<file path="config.mk">
export PLATFORM = sky130hd
export DESIGN_NAME = pdl_ctrl
export DESIGN_NICKNAME = d
export VERILOG_FILES = /design/src/core/pdl_pkg.sv /design/src/core/pdl_ctrl.sv
export SDC_FILE = /design/constraint.sdc
export NUM_CORES = 1
export LEC_CHECK = 0
export BUFFER_PORTS_ARGS = -buffer_cell sky130_fd_sc_hd__buf_4
export CAP_MARGIN = 20
export CORE_MARGIN = 2
export CORE_UTILIZATION = 46
export DETAILED_ROUTE_END_ITERATION = 8
export PLACE_DENSITY = 0.81
export SYNTH_ARGS = -nofsm -noshare
export SYNTH_HDL_FRONTEND = slang
export SYNTH_SLANG_ARGS = --single-unit
</file>
<file path="constraint.sdc">
create_clock -name clk -period 3.6 [get_ports clk]
set_input_delay 0.9 -clock clk [delete_from_list [all_inputs] [get_ports clk]]
set_output_delay 0.9 -clock clk [all_outputs]
set_load 0.005 [all_outputs]
</file>
<file path="src/core/pdl_pkg.sv">
// shared constants and carrier types for the divider, lock and routing control block
package pdl_pkg;

	// divider bank: four dividers, ratio 2^(k+1) in fine mode, one more stage in coarse mode
	localparam int NUM_DIV = 4;
	localparam int DIV_CNT_W = 5;
	localparam int FINE_FIRST_BIT = 0;
	localparam int COARSE_FIRST_BIT = 1;

	// output groups, each with two outputs sharing one source
	localparam int NUM_GROUPS = 5;
	localparam int OUTS_PER_GROUP = 2;

	// user-programmable pins that may carry the lock indication
	localparam int NUM_USER_PINS = 4;

	// lock qualification range, in reference cycles
	localparam logic [8:0] LOCK_CYC_MIN = 9'h010;
	localparam logic [8:0] LOCK_CYC_MAX = 9'h100;
	localparam logic [8:0] LOCK_CNT_RST = 9'h000;

	// reset values
	localparam logic [DIV_CNT_W-1:0] DIV_CNT_RST = 5'h00;
	localparam logic [1:0] SYNC_RST = 2'h0;

	// lock detector states
	typedef enum logic [1:0]
	{
		PDL_LK_IDLE = 2'b00,
		PDL_LK_QUAL = 2'b01,
		PDL_LK_LOCKED = 2'b10
	} pdl_lock_state_t;

	// routing of one output group
	typedef struct packed
	{
		logic use_ref;
		logic ref_alt;
		logic [1:0] div_sel;
	} pdl_group_route_t;

	// source choices that may come from a user pin or from the serial port
	typedef struct packed
	{
		logic bypass_from_port;
		logic bypass_port;
		logic reference_source_select_from_port;
		logic reference_source_select_port;
	} pdl_ctrl_src_t;

	// feedback path configuration
	typedef struct packed
	{
		logic external;
		logic [1:0] div_sel;
	} pdl_fb_cfg_t;

endpackage

</file>
<file path="src/core/pdl_ctrl.sv">
// divider bank, reference and bypass selection, lock detector and output routing matrix
`timescale 1ns/100ps

//////////////////////////////////////////////////////////////////////////////
module pdl_ctrl
(
	// clock and reset
	input wire logic clk,
	input wire logic reset_n,

	// asynchronous pins
	input wire logic primary_ref_input,
	input wire logic alternate_ref_input,
	input wire logic fb_return_input,
	input wire logic freq_lock_det,
	input wire logic bypass_pin,
	input wire logic reference_source_select_pin,

	// oscillator edge, one-cycle enable from the analog loop in this domain
	input wire logic vco_tick,

	// configuration from the serial port, same domain
	input wire pdl_pkg::pdl_ctrl_src_t ctrl_src,
	input wire logic coarse_skew,
	input wire pdl_pkg::pdl_fb_cfg_t fb_cfg,
	input wire logic [7:0] lock_cycles_cfg,
	input wire logic lock_active_high,
	input wire logic lock_pin_en,
	input wire logic [1:0] lock_pin_sel,
	input wire pdl_pkg::pdl_group_route_t [pdl_pkg::NUM_GROUPS-1:0] group_route,

	// clock outputs
	output logic [pdl_pkg::NUM_DIV-1:0] div_out_ff,
	output logic [pdl_pkg::NUM_GROUPS*pdl_pkg::OUTS_PER_GROUP-1:0] group_out_ff,
	output logic fb_clk_ff,

	// status and analog controls
	output logic lock_ind_ff,
	output logic [pdl_pkg::NUM_USER_PINS-1:0] user_pin_out_ff,
	output logic [pdl_pkg::NUM_USER_PINS-1:0] user_pin_oe_ff,
	output logic bypass_active_ff,
	output logic ref_alt_active_ff,
	output logic phase_skew_en_ff,
	output logic fb_phase_skew_en_ff,
	output logic fb_time_skew_en_ff
);

	//////////////////////////////////////////////////////////////////////////////
	// two-flop synchronisers for every pin

	localparam int NUM_SYNC = 6;

	logic [NUM_SYNC-1:0] pin_raw;
	logic [NUM_SYNC-1:0] sync1_ff;
	logic [NUM_SYNC-1:0] sync2_ff;

	assign pin_raw = {reference_source_select_pin, bypass_pin, freq_lock_det, fb_return_input,
		alternate_ref_input, primary_ref_input};

	always_ff @(posedge clk)
	begin
		if (!reset_n)
		begin
			sync1_ff <= '0;
			sync2_ff <= '0;
		end
		else
		begin
			sync1_ff <= pin_raw;
			sync2_ff <= sync1_ff;
		end
	end

	logic prim_ref_s;
	logic alt_ref_s;
	logic fb_ret_s;
	logic freq_lock_s;
	logic bypass_pin_s;
	logic reference_source_select_pin_s;

	assign prim_ref_s = sync2_ff[0];
	assign alt_ref_s = sync2_ff[1];
	assign fb_ret_s = sync2_ff[2];
	assign freq_lock_s = sync2_ff[3];
	assign bypass_pin_s = sync2_ff[4];
	assign reference_source_select_pin_s = sync2_ff[5];

	//////////////////////////////////////////////////////////////////////////////
	// bypass and reference selection

	logic bypass_sel;
	logic reference_source_select_sel;

	// a pin or the port drives each choice, never both at once
	assign bypass_sel = ctrl_src.bypass_from_port ? ctrl_src.bypass_port : bypass_pin_s;
	assign reference_source_select_sel = ctrl_src.reference_source_select_from_port ? ctrl_src.reference_source_select_port : reference_source_select_pin_s;

	always_ff @(posedge clk)
	begin
		if (!reset_n)
		begin
			bypass_active_ff <= 1'b0;
			ref_alt_active_ff <= 1'b0;
		end
		else
		begin
			bypass_active_ff <= bypass_sel;
			ref_alt_active_ff <= reference_source_select_sel;
		end
	end

	logic act_ref;
	logic act_ref_d_ff;
	logic ref_rise;

	assign act_ref = ref_alt_active_ff ? alt_ref_s : prim_ref_s;

	always_ff @(posedge clk)
	begin
		if (!reset_n)
			act_ref_d_ff <= 1'b0;
		else
			act_ref_d_ff <= act_ref;
	end

	assign ref_rise = act_ref && !act_ref_d_ff;

	//////////////////////////////////////////////////////////////////////////////
	// divider bank

	logic div_tick;
	logic [pdl_pkg::DIV_CNT_W-1:0] div_cnt_ff;
	logic [pdl_pkg::NUM_DIV-1:0] div_level;

	// bypass feeds reference edges in place of oscillator edges
	assign div_tick = bypass_active_ff ? ref_rise : vco_tick;

	// a binary count gives every power-of-two ratio from one register
	always_ff @(posedge clk)
	begin
		if (!reset_n)
			div_cnt_ff <= pdl_pkg::DIV_CNT_RST;
		else if (div_tick)
			div_cnt_ff <= div_cnt_ff + 5'h01;
	end

	genvar gk;
	generate
		for (gk = 0; gk < pdl_pkg::NUM_DIV; gk++)
		begin : g_div
			// coarse mode takes one bit higher: the extra halving stage
			assign div_level[gk] = coarse_skew ?
				div_cnt_ff[gk+pdl_pkg::COARSE_FIRST_BIT] :
				div_cnt_ff[gk+pdl_pkg::FINE_FIRST_BIT];
		end
	endgenerate

	always_ff @(posedge clk)
	begin
		if (!reset_n)
			div_out_ff <= '0;
		else
			div_out_ff <= div_level;
	end

	//////////////////////////////////////////////////////////////////////////////
	// feedback path and skew enables

	always_ff @(posedge clk)
	begin
		if (!reset_n)
			fb_clk_ff <= 1'b0;
		else if (fb_cfg.external)
			fb_clk_ff <= fb_ret_s;
		else
			fb_clk_ff <= div_level[fb_cfg.div_sel];
	end

	// phase skew is derived from the oscillator, so it has no meaning in bypass
	always_ff @(posedge clk)
	begin
		if (!reset_n)
		begin
			phase_skew_en_ff <= 1'b0;
			fb_phase_skew_en_ff <= 1'b0;
			fb_time_skew_en_ff <= 1'b0;
		end
		else
		begin
			phase_skew_en_ff <= !bypass_sel;
			fb_phase_skew_en_ff <= !bypass_sel;
			fb_time_skew_en_ff <= fb_cfg.external;
		end
	end

	//////////////////////////////////////////////////////////////////////////////
	// output routing matrix

	logic [pdl_pkg::NUM_GROUPS-1:0] grp_src;

	genvar gg;
	generate
		for (gg = 0; gg < pdl_pkg::NUM_GROUPS; gg++)
		begin : g_grp
			assign grp_src[gg] = group_route[gg].use_ref ?
				(group_route[gg].ref_alt ? alt_ref_s : prim_ref_s) :
				div_level[group_route[gg].div_sel];
		end
	endgenerate

	// one source per group feeds both outputs, so a pair can never split
	always_ff @(posedge clk)
	begin
		if (!reset_n)
			group_out_ff <= '0;
		else
			for (int g = 0; g < pdl_pkg::NUM_GROUPS; g++)
				group_out_ff[g*2 +: 2] <= {2{grp_src[g]}};
	end

	//////////////////////////////////////////////////////////////////////////////
	// lock detector

	pdl_pkg::pdl_lock_state_t lock_st_ff;
	pdl_pkg::pdl_lock_state_t nxt_lock_st;
	logic [8:0] lock_cnt_ff;
	logic [8:0] lock_need;
	logic lock_ok;
	logic locked;

	// configured count is cycles minus one; below the floor the floor applies
	assign lock_need = ({1'b0, lock_cycles_cfg} + 9'h001 < pdl_pkg::LOCK_CYC_MIN) ?
		pdl_pkg::LOCK_CYC_MIN : ({1'b0, lock_cycles_cfg} + 9'h001);
	assign lock_ok = freq_lock_s && !bypass_sel;
	assign locked = lock_st_ff == pdl_pkg::PDL_LK_LOCKED;

	always_comb
	begin
		nxt_lock_st = lock_st_ff;
		unique case (lock_st_ff)
			pdl_pkg::PDL_LK_IDLE:
				if (lock_ok)
					nxt_lock_st = pdl_pkg::PDL_LK_QUAL;
			pdl_pkg::PDL_LK_QUAL:
				if (!lock_ok)
					nxt_lock_st = pdl_pkg::PDL_LK_IDLE;
				else if (ref_rise && lock_cnt_ff + 9'h001 >= lock_need)
					nxt_lock_st = pdl_pkg::PDL_LK_LOCKED;
			pdl_pkg::PDL_LK_LOCKED:
				if (!lock_ok)
					nxt_lock_st = pdl_pkg::PDL_LK_IDLE;
			default:
				nxt_lock_st = pdl_pkg::PDL_LK_IDLE;
		endcase
	end

	always_ff @(posedge clk)
	begin
		if (!reset_n)
			lock_st_ff <= pdl_pkg::PDL_LK_IDLE;
		else
			lock_st_ff <= nxt_lock_st;
	end

	always_ff @(posedge clk)
	begin
		if (!reset_n)
			lock_cnt_ff <= pdl_pkg::LOCK_CNT_RST;
		else if (!lock_ok || lock_st_ff != pdl_pkg::PDL_LK_QUAL)
			lock_cnt_ff <= pdl_pkg::LOCK_CNT_RST;
		else if (ref_rise)
			lock_cnt_ff <= lock_cnt_ff + 9'h001;
	end

	// loss of lock acts on the raw condition so the indication falls with the state
	logic lock_now;
	assign lock_now = (nxt_lock_st == pdl_pkg::PDL_LK_LOCKED);

	always_ff @(posedge clk)
	begin
		if (!reset_n)
		begin
			lock_ind_ff <= 1'b0;
			user_pin_out_ff <= '0;
			user_pin_oe_ff <= '0;
		end
		else
		begin
			lock_ind_ff <= lock_active_high ? lock_now : !lock_now;
			for (int i = 0; i < pdl_pkg::NUM_USER_PINS; i++)
			begin
				user_pin_oe_ff[i] <= lock_pin_en && (lock_pin_sel == 2'(i));
				user_pin_out_ff[i] <= lock_pin_en && (lock_pin_sel == 2'(i)) &&
					(lock_active_high ? lock_now : !lock_now);
			end
		end
	end

	//////////////////////////////////////////////////////////////////////////////
	// checks

	property p_lock_level;
		@(posedge clk) disable iff (!reset_n)
		1'b1 |=> (lock_ind_ff == ($past(lock_active_high) ? locked : !locked));
	endproperty
	a_lock_level: assert property (p_lock_level) else $error("lock level wrong");

	property p_lock_qual;
		@(posedge clk) disable iff (!reset_n)
		(lock_st_ff == pdl_pkg::PDL_LK_QUAL) && (nxt_lock_st == pdl_pkg::PDL_LK_LOCKED)
			|-> (lock_cnt_ff + 9'h001 >= lock_need) && (lock_need >= pdl_pkg::LOCK_CYC_MIN) &&
			(lock_need <= pdl_pkg::LOCK_CYC_MAX);
	endproperty
	a_lock_qual: assert property (p_lock_qual) else $error("lock too early");

	property p_lock_drop;
		@(posedge clk) disable iff (!reset_n)
		locked && !lock_ok |-> ##1 !locked ##0 (lock_ind_ff == !lock_active_high);
	endproperty
	a_lock_drop: assert property (p_lock_drop) else $error("lock not dropped");

	property p_lock_pin;
		@(posedge clk) disable iff (!reset_n)
		$rose(user_pin_oe_ff[0]) |-> ($past(lock_pin_sel) == 2'h0) && $past(lock_pin_en);
	endproperty
	a_lock_pin: assert property (p_lock_pin) else $error("lock pin not selected");

	property p_div_ratio;
		@(posedge clk) disable iff (!reset_n)
		$changed(div_cnt_ff) && !coarse_skew |=> (div_out_ff[0] == $past(div_cnt_ff[0]));
	endproperty
	a_div_ratio: assert property (p_div_ratio) else $error("fine divider wrong");

	property p_coarse;
		@(posedge clk) disable iff (!reset_n)
		coarse_skew |=> (div_out_ff[3] == $past(div_cnt_ff[4]));
	endproperty
	a_coarse: assert property (p_coarse) else $error("coarse divider wrong");

	property p_bypass_cnt;
		@(posedge clk) disable iff (!reset_n)
		bypass_active_ff && !ref_rise |=> $stable(div_cnt_ff);
	endproperty
	a_bypass_cnt: assert property (p_bypass_cnt) else $error("bypass divider ran");

	property p_bypass_nolock;
		@(posedge clk) disable iff (!reset_n)
		bypass_sel |=> !locked && (lock_cnt_ff == pdl_pkg::LOCK_CNT_RST) && !phase_skew_en_ff;
	endproperty
	a_bypass_nolock: assert property (p_bypass_nolock) else $error("bypass kept lock");

	property p_fb_time;
		@(posedge clk) disable iff (!reset_n)
		!fb_cfg.external |=> !fb_time_skew_en_ff;
	endproperty
	a_fb_time: assert property (p_fb_time) else $error("time skew on internal fb");

	property p_group_pair;
		@(posedge clk) disable iff (!reset_n)
		1'b1 |-> (((group_out_ff >> 1) & 10'h155) == (group_out_ff & 10'h155));
	endproperty
	a_group_pair: assert property (p_group_pair) else $error("group outputs differ");

endmodule

</file>
==> qor.yml, run 1 <==
run_status:
  outcome: "finished, final reports clean"
worst_setup_path:
  cp_max_fo: 4
  worstSetupPathType: "input port to register"
  crit_arrival_ps: 3460
  cp-end-kind: "register"
  start_kind: "input port"
  critPathRequiredTime_ps: 3780
timing:
  final.setup.tns_ps: 0
  clock.fmax_mhz: 304
  min_period_over_period_pct: 91.3
  clock_skew_ps: 6.33
  period_needed_ps: 3290
  rsz0062_at_grt: "false"
  drv_slew: 0
  setup_viol: 0
  final_hold_viol_count: 0
  relSlewSlack_pct: 67.8
  tightest_slew_ps: 470
  fin_ws_ps: 314
power_and_ir_drop:
  leakage_nw: 1.51
  swShare_pct: 23.2
  power.share.sequential_pct: 54.1
  p_per_area_nw_per_um2: 338
  pwr-share-comb_pct: 14.5
  total_power_mw: 1.12
  p_sw_uw: 260
  p_int_uw: 862
  ir_drop_v: 0.000241
  clock_power_share_pct: 31.4
drt:
  wl_per_cell_um: 13.1
  routed_wl_mm: 5.37
  ant_nets: 0
  drt_iter0_drc: 86
  dr.pass1.iters: 4
  viasPerCell: 5.07
  vias: 2078
  drc: 0
synthesis:
  synth_flop_cell: "dfxtp_1"
  syn-cell-area_um2: 2630
  ys_async_sr_fraction_pct: 0
  yosys.area.top_type_share_pct: 39.6
  synthDistinctLibCells: 45
  synth_cells: 267
  ys_seq_area_share_pct: 39.6
  synthTopCellsByArea: "dfxtp_1 (40%), ha_1 (5.7%), and2_1 (5.5%)"
  syn_nets: 328
  synth_area_leader_cell: "dfxtp_1"
  syn_avg_cell_area_um2: 9.84
  ys_warn_count: 0
  synth_edf_count: 0
  ys_seq_elements: 52
final_layout:
  layout-drive-gt1-share_pct: 31.1
  n_antenna_cell: 0
  layout_commonest_cell: "buf_4"
  final_cell_mix: "buf_4 (78), dfxtp_1 (52), nor2_1 (23), and2_1 (23), nand2_1 (20)"
  fin_util_pct: 60.3
  n_fill_cell: 455
  synthToLayoutAreaGrowth_pct: 26.4
  final_cell_count_no_fill: 410
  nNetsFinal: 399
global_route:
  track_usage_pct: 17.5
  antenna_found_initial: 0
  grt_pass1_vias: 1981
  grt_pass1_wl_mm: 8.80
  grt_max_degree: 39
  overflow: 0
clock_network:
  cts-root-buf: "clkbuf_8"
  cts_setup_buffers: 0
  cts_sinks: 52
  clkTransAtPathRegs_ps: 90
  clk_latency_ps: 300
  cts_tree: "done"
  cts_buffers: 5
  cts_resized: 0
  htreeDepth: 2
  clock_path_buffers: 2
  cts_hold_buf: 0
floorplan:
  dieArea_um2: 6330
  die_w_um: 79.6
  die_h_um: 79.6
  initial_utilization_pct: 47.7
  core_area_um2: 5510
  rows: 27
  boundaryPins: 78
flow_run:
  cap_violations: 0
worst_hold_path:
  holdCritPathClass: "register to register"
placement:
  place_inst: 403
  post-place-ws_ps: -6.02
  gp_congestion: 0.799
  io_buffers: 77
  hpwl_mm: 4.06
synth_stat cells (2+ instances only):
master / n
ha_1: 12
mux2_2: 4
and2_1: 23
or2_1: 2
o21ai_0: 2
buf_4: 6
inv_1: 6
nand4_1: 4
nor2b_1: 4
dfxtp_1: 52
nand2_1: 20
nand2b_1: 3
nor2_1: 23
o211a_1: 6
nor3b_1: 2
nor4_1: 3
mux4_2: 6
nor3_2: 2
buf_2: 3
xor2_1: 9
nor3_1: 3
a211oi_1: 3
nand4b_1: 2
nand3_1: 13
xnor2_1: 16
a21oi_1: 6
mux2i_1: 9
and3_1: 3
clkbuf_1: 4
worst paths after layout:
path / startpoint / end / slack, ps / cells past startpoint
worst min-delay path: sync1_ff[5] / sync2_ff[5] / 440 / 1
worst max register to register: lock_cnt_ff[0] / lock_ind_ff / 750 / 11
worst min register to register: sync1_ff[5] / sync2_ff[5] / 440 / 1
worst max-delay path: lock_cycles_cfg[0] / user_pin_out_ff[0] / 310 / 12
layer usage:
metal	global-route usage, %	wire length [um]	up-vias
li1	-	-	1059
met1	22.1	2360	963
met2	29.9	2690	51
met3	3.85	273	5
met4	5.34	46	0
met5	0	0	-
cell families (layout without fill, tap and decap cells):
kind of cell	count (synthesis)	in the layout	synth area share, %
XOR/XNOR	25	25	8.33
AND/OR/NAND/NOR	114	114	23.7
adder cells (fa/ha/maj)	12	12	5.71
flip-flops	52	52	39.6
AO/OA/AOI/OAI	24	24	7.67
buffers and inverters	20	91	3.86
multiplexers	20	20	11.1
worst max-delay path, cell delays in order:
cell and delay (ps):
buf_4 120, ha_1 210, and3_1 210, o21a_1 180, nor4_1 250, nor2_1 90
ha_1 280, nand2b_4 130, a2111o_1 420, a21oi_1 220, mux2i_1 360, nor3b_1 100
power groups by stage:
stage	Sequential [mW]	Combinational, mW	Clock [mW]
finish	0.607	0.163	0.352
detailed placement	0.620	0.163	0
floorplan	0.619	0.0831	0
CTS	0.607	0.164	0.364
global route	0.609	0.180	0.386
global placement	0.620	0.159	0
cell type report:
class / count / area [um^2] / area share, %
Multi-Input combinational cell: 195 / 1490 / 44.7
Inverter: 6 / 22.5 / 0.678
Clock buffer: 7 / 96.3 / 2.90
Sequential cell: 52 / 1040 / 31.3
Tap cell: 72 / 90.1 / 2.71
Timing Repair Buffer: 78 / 586 / 17.6
metrics by stage:
| stage | cell area [um^2] | hold slack [ps] |
|---|---|---|
| 3_5_place_dp | 3220 | 418 |
| 4_1_cts | 3320 | 441 |
| 2_1_floorplan | 2630 | 412 |
| 5_1_grt | 3320 | 450 |
| 3_3_place_gp | 3220 | 416 |
| 6_report | 3320 | 439 |
registers in the layout, indices dropped and copies added (netlist names), 2 cells and up:
| register | flops |
|---|---|
| div_cnt_ff | 5 |
| div_out_ff | 4 |
| group_out_ff | 5 |
| lock_cnt_ff | 9 |
| lock_st_ff | 2 |
| sync1_ff | 6 |
| sync2_ff | 6 |
| user_pin_oe_ff | 4 |
| user_pin_out_ff | 4 |
(Power assumes the default switching activity.)
==> run 2: changes to the inputs <==
==> constraint.sdc (replaced) <==
create_clock -name clk -period 3.6 [get_ports clk]
set_input_delay 0.18 -clock clk [delete_from_list [all_inputs] [get_ports clk]]
set_output_delay 0.18 -clock clk [all_outputs]
set_load 0.005 [all_outputs]
==> run 2 against run 1 <==
Compared with the run above: sequential share of layout area decreased by 0.21 points; clock skew decreased by 0.82 ps; non-clock buffer count fell by 1; total power increased by 6.9%; clock power rose by 22%; critical path depth down 1; via count increased by 1.0%; die area unchanged; core utilization grew 0.41 points; sequential power is essentially flat; design area rose by 0.68%; critical endpoint is now lock_ind_ff.
==> qor.yml, run 2 (synthesis results as in run 1) <==
run_status:
  outcome: "finished, final reports clean"
placement:
  post-place-ws_ps: 635  # +641 ps
  hpwl_mm: 4.16  # +2.4%
  gp_congestion: 0.795  # -0.41%
  place_inst: 402  # -0.25%
  io_buffers: 77  # unchanged
  dpl_cell_area_um2: 3220  # -0.23%
worst_setup_path:
  cp-end-kind: "register"
  worstReg2RegEnd: "lock_ind_ff"
  cp_max_fo: 5  # +1
  critPathRequiredTime_ps: 3790  # about the same
  crit_arrival_ps: 3020  # -440 ps
  critical-path-max-stage-delay_ps: 450  # +30 ps
  reg2reg_depth: 11  # unchanged
  crit_start: "lock_cnt_ff[0]"
  path_cells: "ha_1 -> nand3_1 -> nor2_1 -> nand3_1 -> xnor2_1 -> ha_1 -> a21oi_1 -> o31ai_1 -> and2_2 -> or2_1 -> a311o_1"
  worstSetupPathType: "register to register"
  start_kind: "register"
  worst-path-buf-inv: 0  # -1
  crit_family: "simple AND/OR/NAND/NOR gates"
  r2r-start: "lock_cnt_ff[0]"
  crit_path_top_delay_cell: "dfxtp_1"
  r2r_slack_ps: 770  # +20 ps
floorplan:
  rows: 27  # unchanged
  die_h_um: 79.6  # unchanged
  core_area_um2: 5510  # unchanged
  die_w_um: 79.6  # unchanged
  dieArea_um2: 6330  # unchanged
  boundaryPins: 78  # unchanged
  initial_utilization_pct: 47.7  # unchanged
worst_hold_path:
  hold_end: "user_pin_oe_ff[1]"
  holdCritStartpoint: "lock_pin_sel[1]"
  holdCritPathClass: "input port to register"
  min_path_cells: 2  # +1
final_layout:
  n_antenna_cell: 0  # unchanged
  largest-register: "lock_cnt_ff"
  synthToLayoutAreaGrowth_pct: 27.2
  fin_util_pct: 60.7  # +0.41 points
  reg.largest.list: "lock_cnt_ff (9), sync1_ff (6), sync2_ff (6)"
  n_fill_cell: 475  # +4.4%
  seq_area_um2: 1040  # unchanged
  final_cell_mix: "buf_4 (77), dfxtp_1 (52), nor2_1 (23), and2_1 (23), nand2_1 (20)"
  layout_commonest_cell: "buf_4"
  final_cell_count_no_fill: 410  # unchanged
  nNetsFinal: 398  # -0.25%
  layout-drive-gt1-share_pct: 31.1  # unchanged
  design_area_um2: 3340  # +0.68%
  largest_reg_flops: 9  # unchanged
  multiInputGateArea_um2: 1490  # unchanged
global_route:
  track_usage_pct: 17.8  # +0.30 points
  antenna_found_initial: 0  # unchanged
  overflow: 0  # unchanged
  grt_pass1_vias: 2026  # +2.3%
  grt_max_degree: 39  # unchanged
  grt_pass1_wl_mm: 8.85  # +0.47%
clock_network:
  htreeDepth: 2  # unchanged
  clock_path_buffers: 2  # unchanged
  clk_latency_ps: 300  # about the same
  clkTransAtPathRegs_ps: 90  # about the same
  cts_tree: "done"
  cts_hold_buf: 0  # unchanged
  cts_sinks: 52  # unchanged
  cts-root-buf: "clkbuf_8"
  cts_resized: 0  # unchanged
  cts_buffers: 5  # unchanged
  cts_setup_buffers: 0  # unchanged
drt:
  vias: 2099  # +1.0%
  viasPerCell: 5.12  # +1.0%
  wl_per_cell_um: 13.3  # +1.6%
  dr.pass1.iters: 4  # unchanged
  ant_nets: 0  # unchanged
  drt_iter0_drc: 76  # -12%
  drc: 0  # unchanged
  routed_wl_mm: 5.46  # +1.6%
timing:
  rsz0062_at_grt: "false"
  clock_skew_ps: 5.50  # -0.822 ps
  worst_hold_slack_ps: 55.7  # -383 ps
  clock.fmax_mhz: 353  # +16%
  relSlewSlack_pct: 70.5  # +2.7 points
  tightest_slew_ps: 431  # -39.2 ps
  final.setup.tns_ps: 0  # unchanged
  min_period_over_period_pct: 78.6  # -13 points
  setup_viol: 0  # unchanged
  final_hold_viol_count: 0  # unchanged
  fin_ws_ps: 769  # +454 ps
  period_needed_ps: 2830  # -454 ps
  drv_slew: 0  # unchanged
flow_run:
  cap_violations: 0  # unchanged
power_and_ir_drop:
  ir_drop_v: 0.000253  # +4.8%
  leakage_nw: 1.52  # +0.58%
  p_per_area_nw_per_um2: 359  # +6.2%
  total_power_mw: 1.20  # +6.9%
run 2: cell count changes in the layout (fill, tap and decap cells not counted):
| cell | previous run | this run |
|---|---|---|
| buf_4 | 78 | 77 |
| bufinv_16 | 0 | 1 |
run 2: metal layers:
| layer | vias to the layer above | GRT usage [%] | part of all wire (%) |
|---|---|---|---|
| met1 | 978 | 20.5 | 43 |
| met4 | 0 | 6.55 | 0.66 |
| met2 | 56 | 31.7 | 52 |
| met3 | 4 | 4.52 | 5.1 |
| met5 | - | 0 | 0 |
| li1 | 1061 | - | - |
run 2: worst max path at each step:
stage / to / slack, ps / cells after the start
2_1_floorplan: lock_ind_ff / 870 / 11
3_3_place_gp: lock_ind_ff / 740 / 12
3_5_place_dp: lock_ind_ff / 640 / 12
4_1_cts: lock_ind_ff / 770 / 11
5_1_grt: user_pin_out_ff[0] / 550 / 11
6_report: lock_ind_ff / 770 / 11
run 2: cell type report:
class | count | share of cell area [%]
timing repair buffer | 77 | 17.3
inverter | 6 | 0.674
multi-input combinational | 195 | 44.4
clock inverter | 1 | 0.898
sequential | 52 | 31.1
tap | 72 | 2.69
clock buffer | 7 | 2.88
run 2: power breakdown:
| part | internal [mW] | switching, mW |
|---|---|---|
| sequential | 0.595 | 0.0123 |
| combinational | 0.0951 | 0.0665 |
| clock | 0.245 | 0.185 |
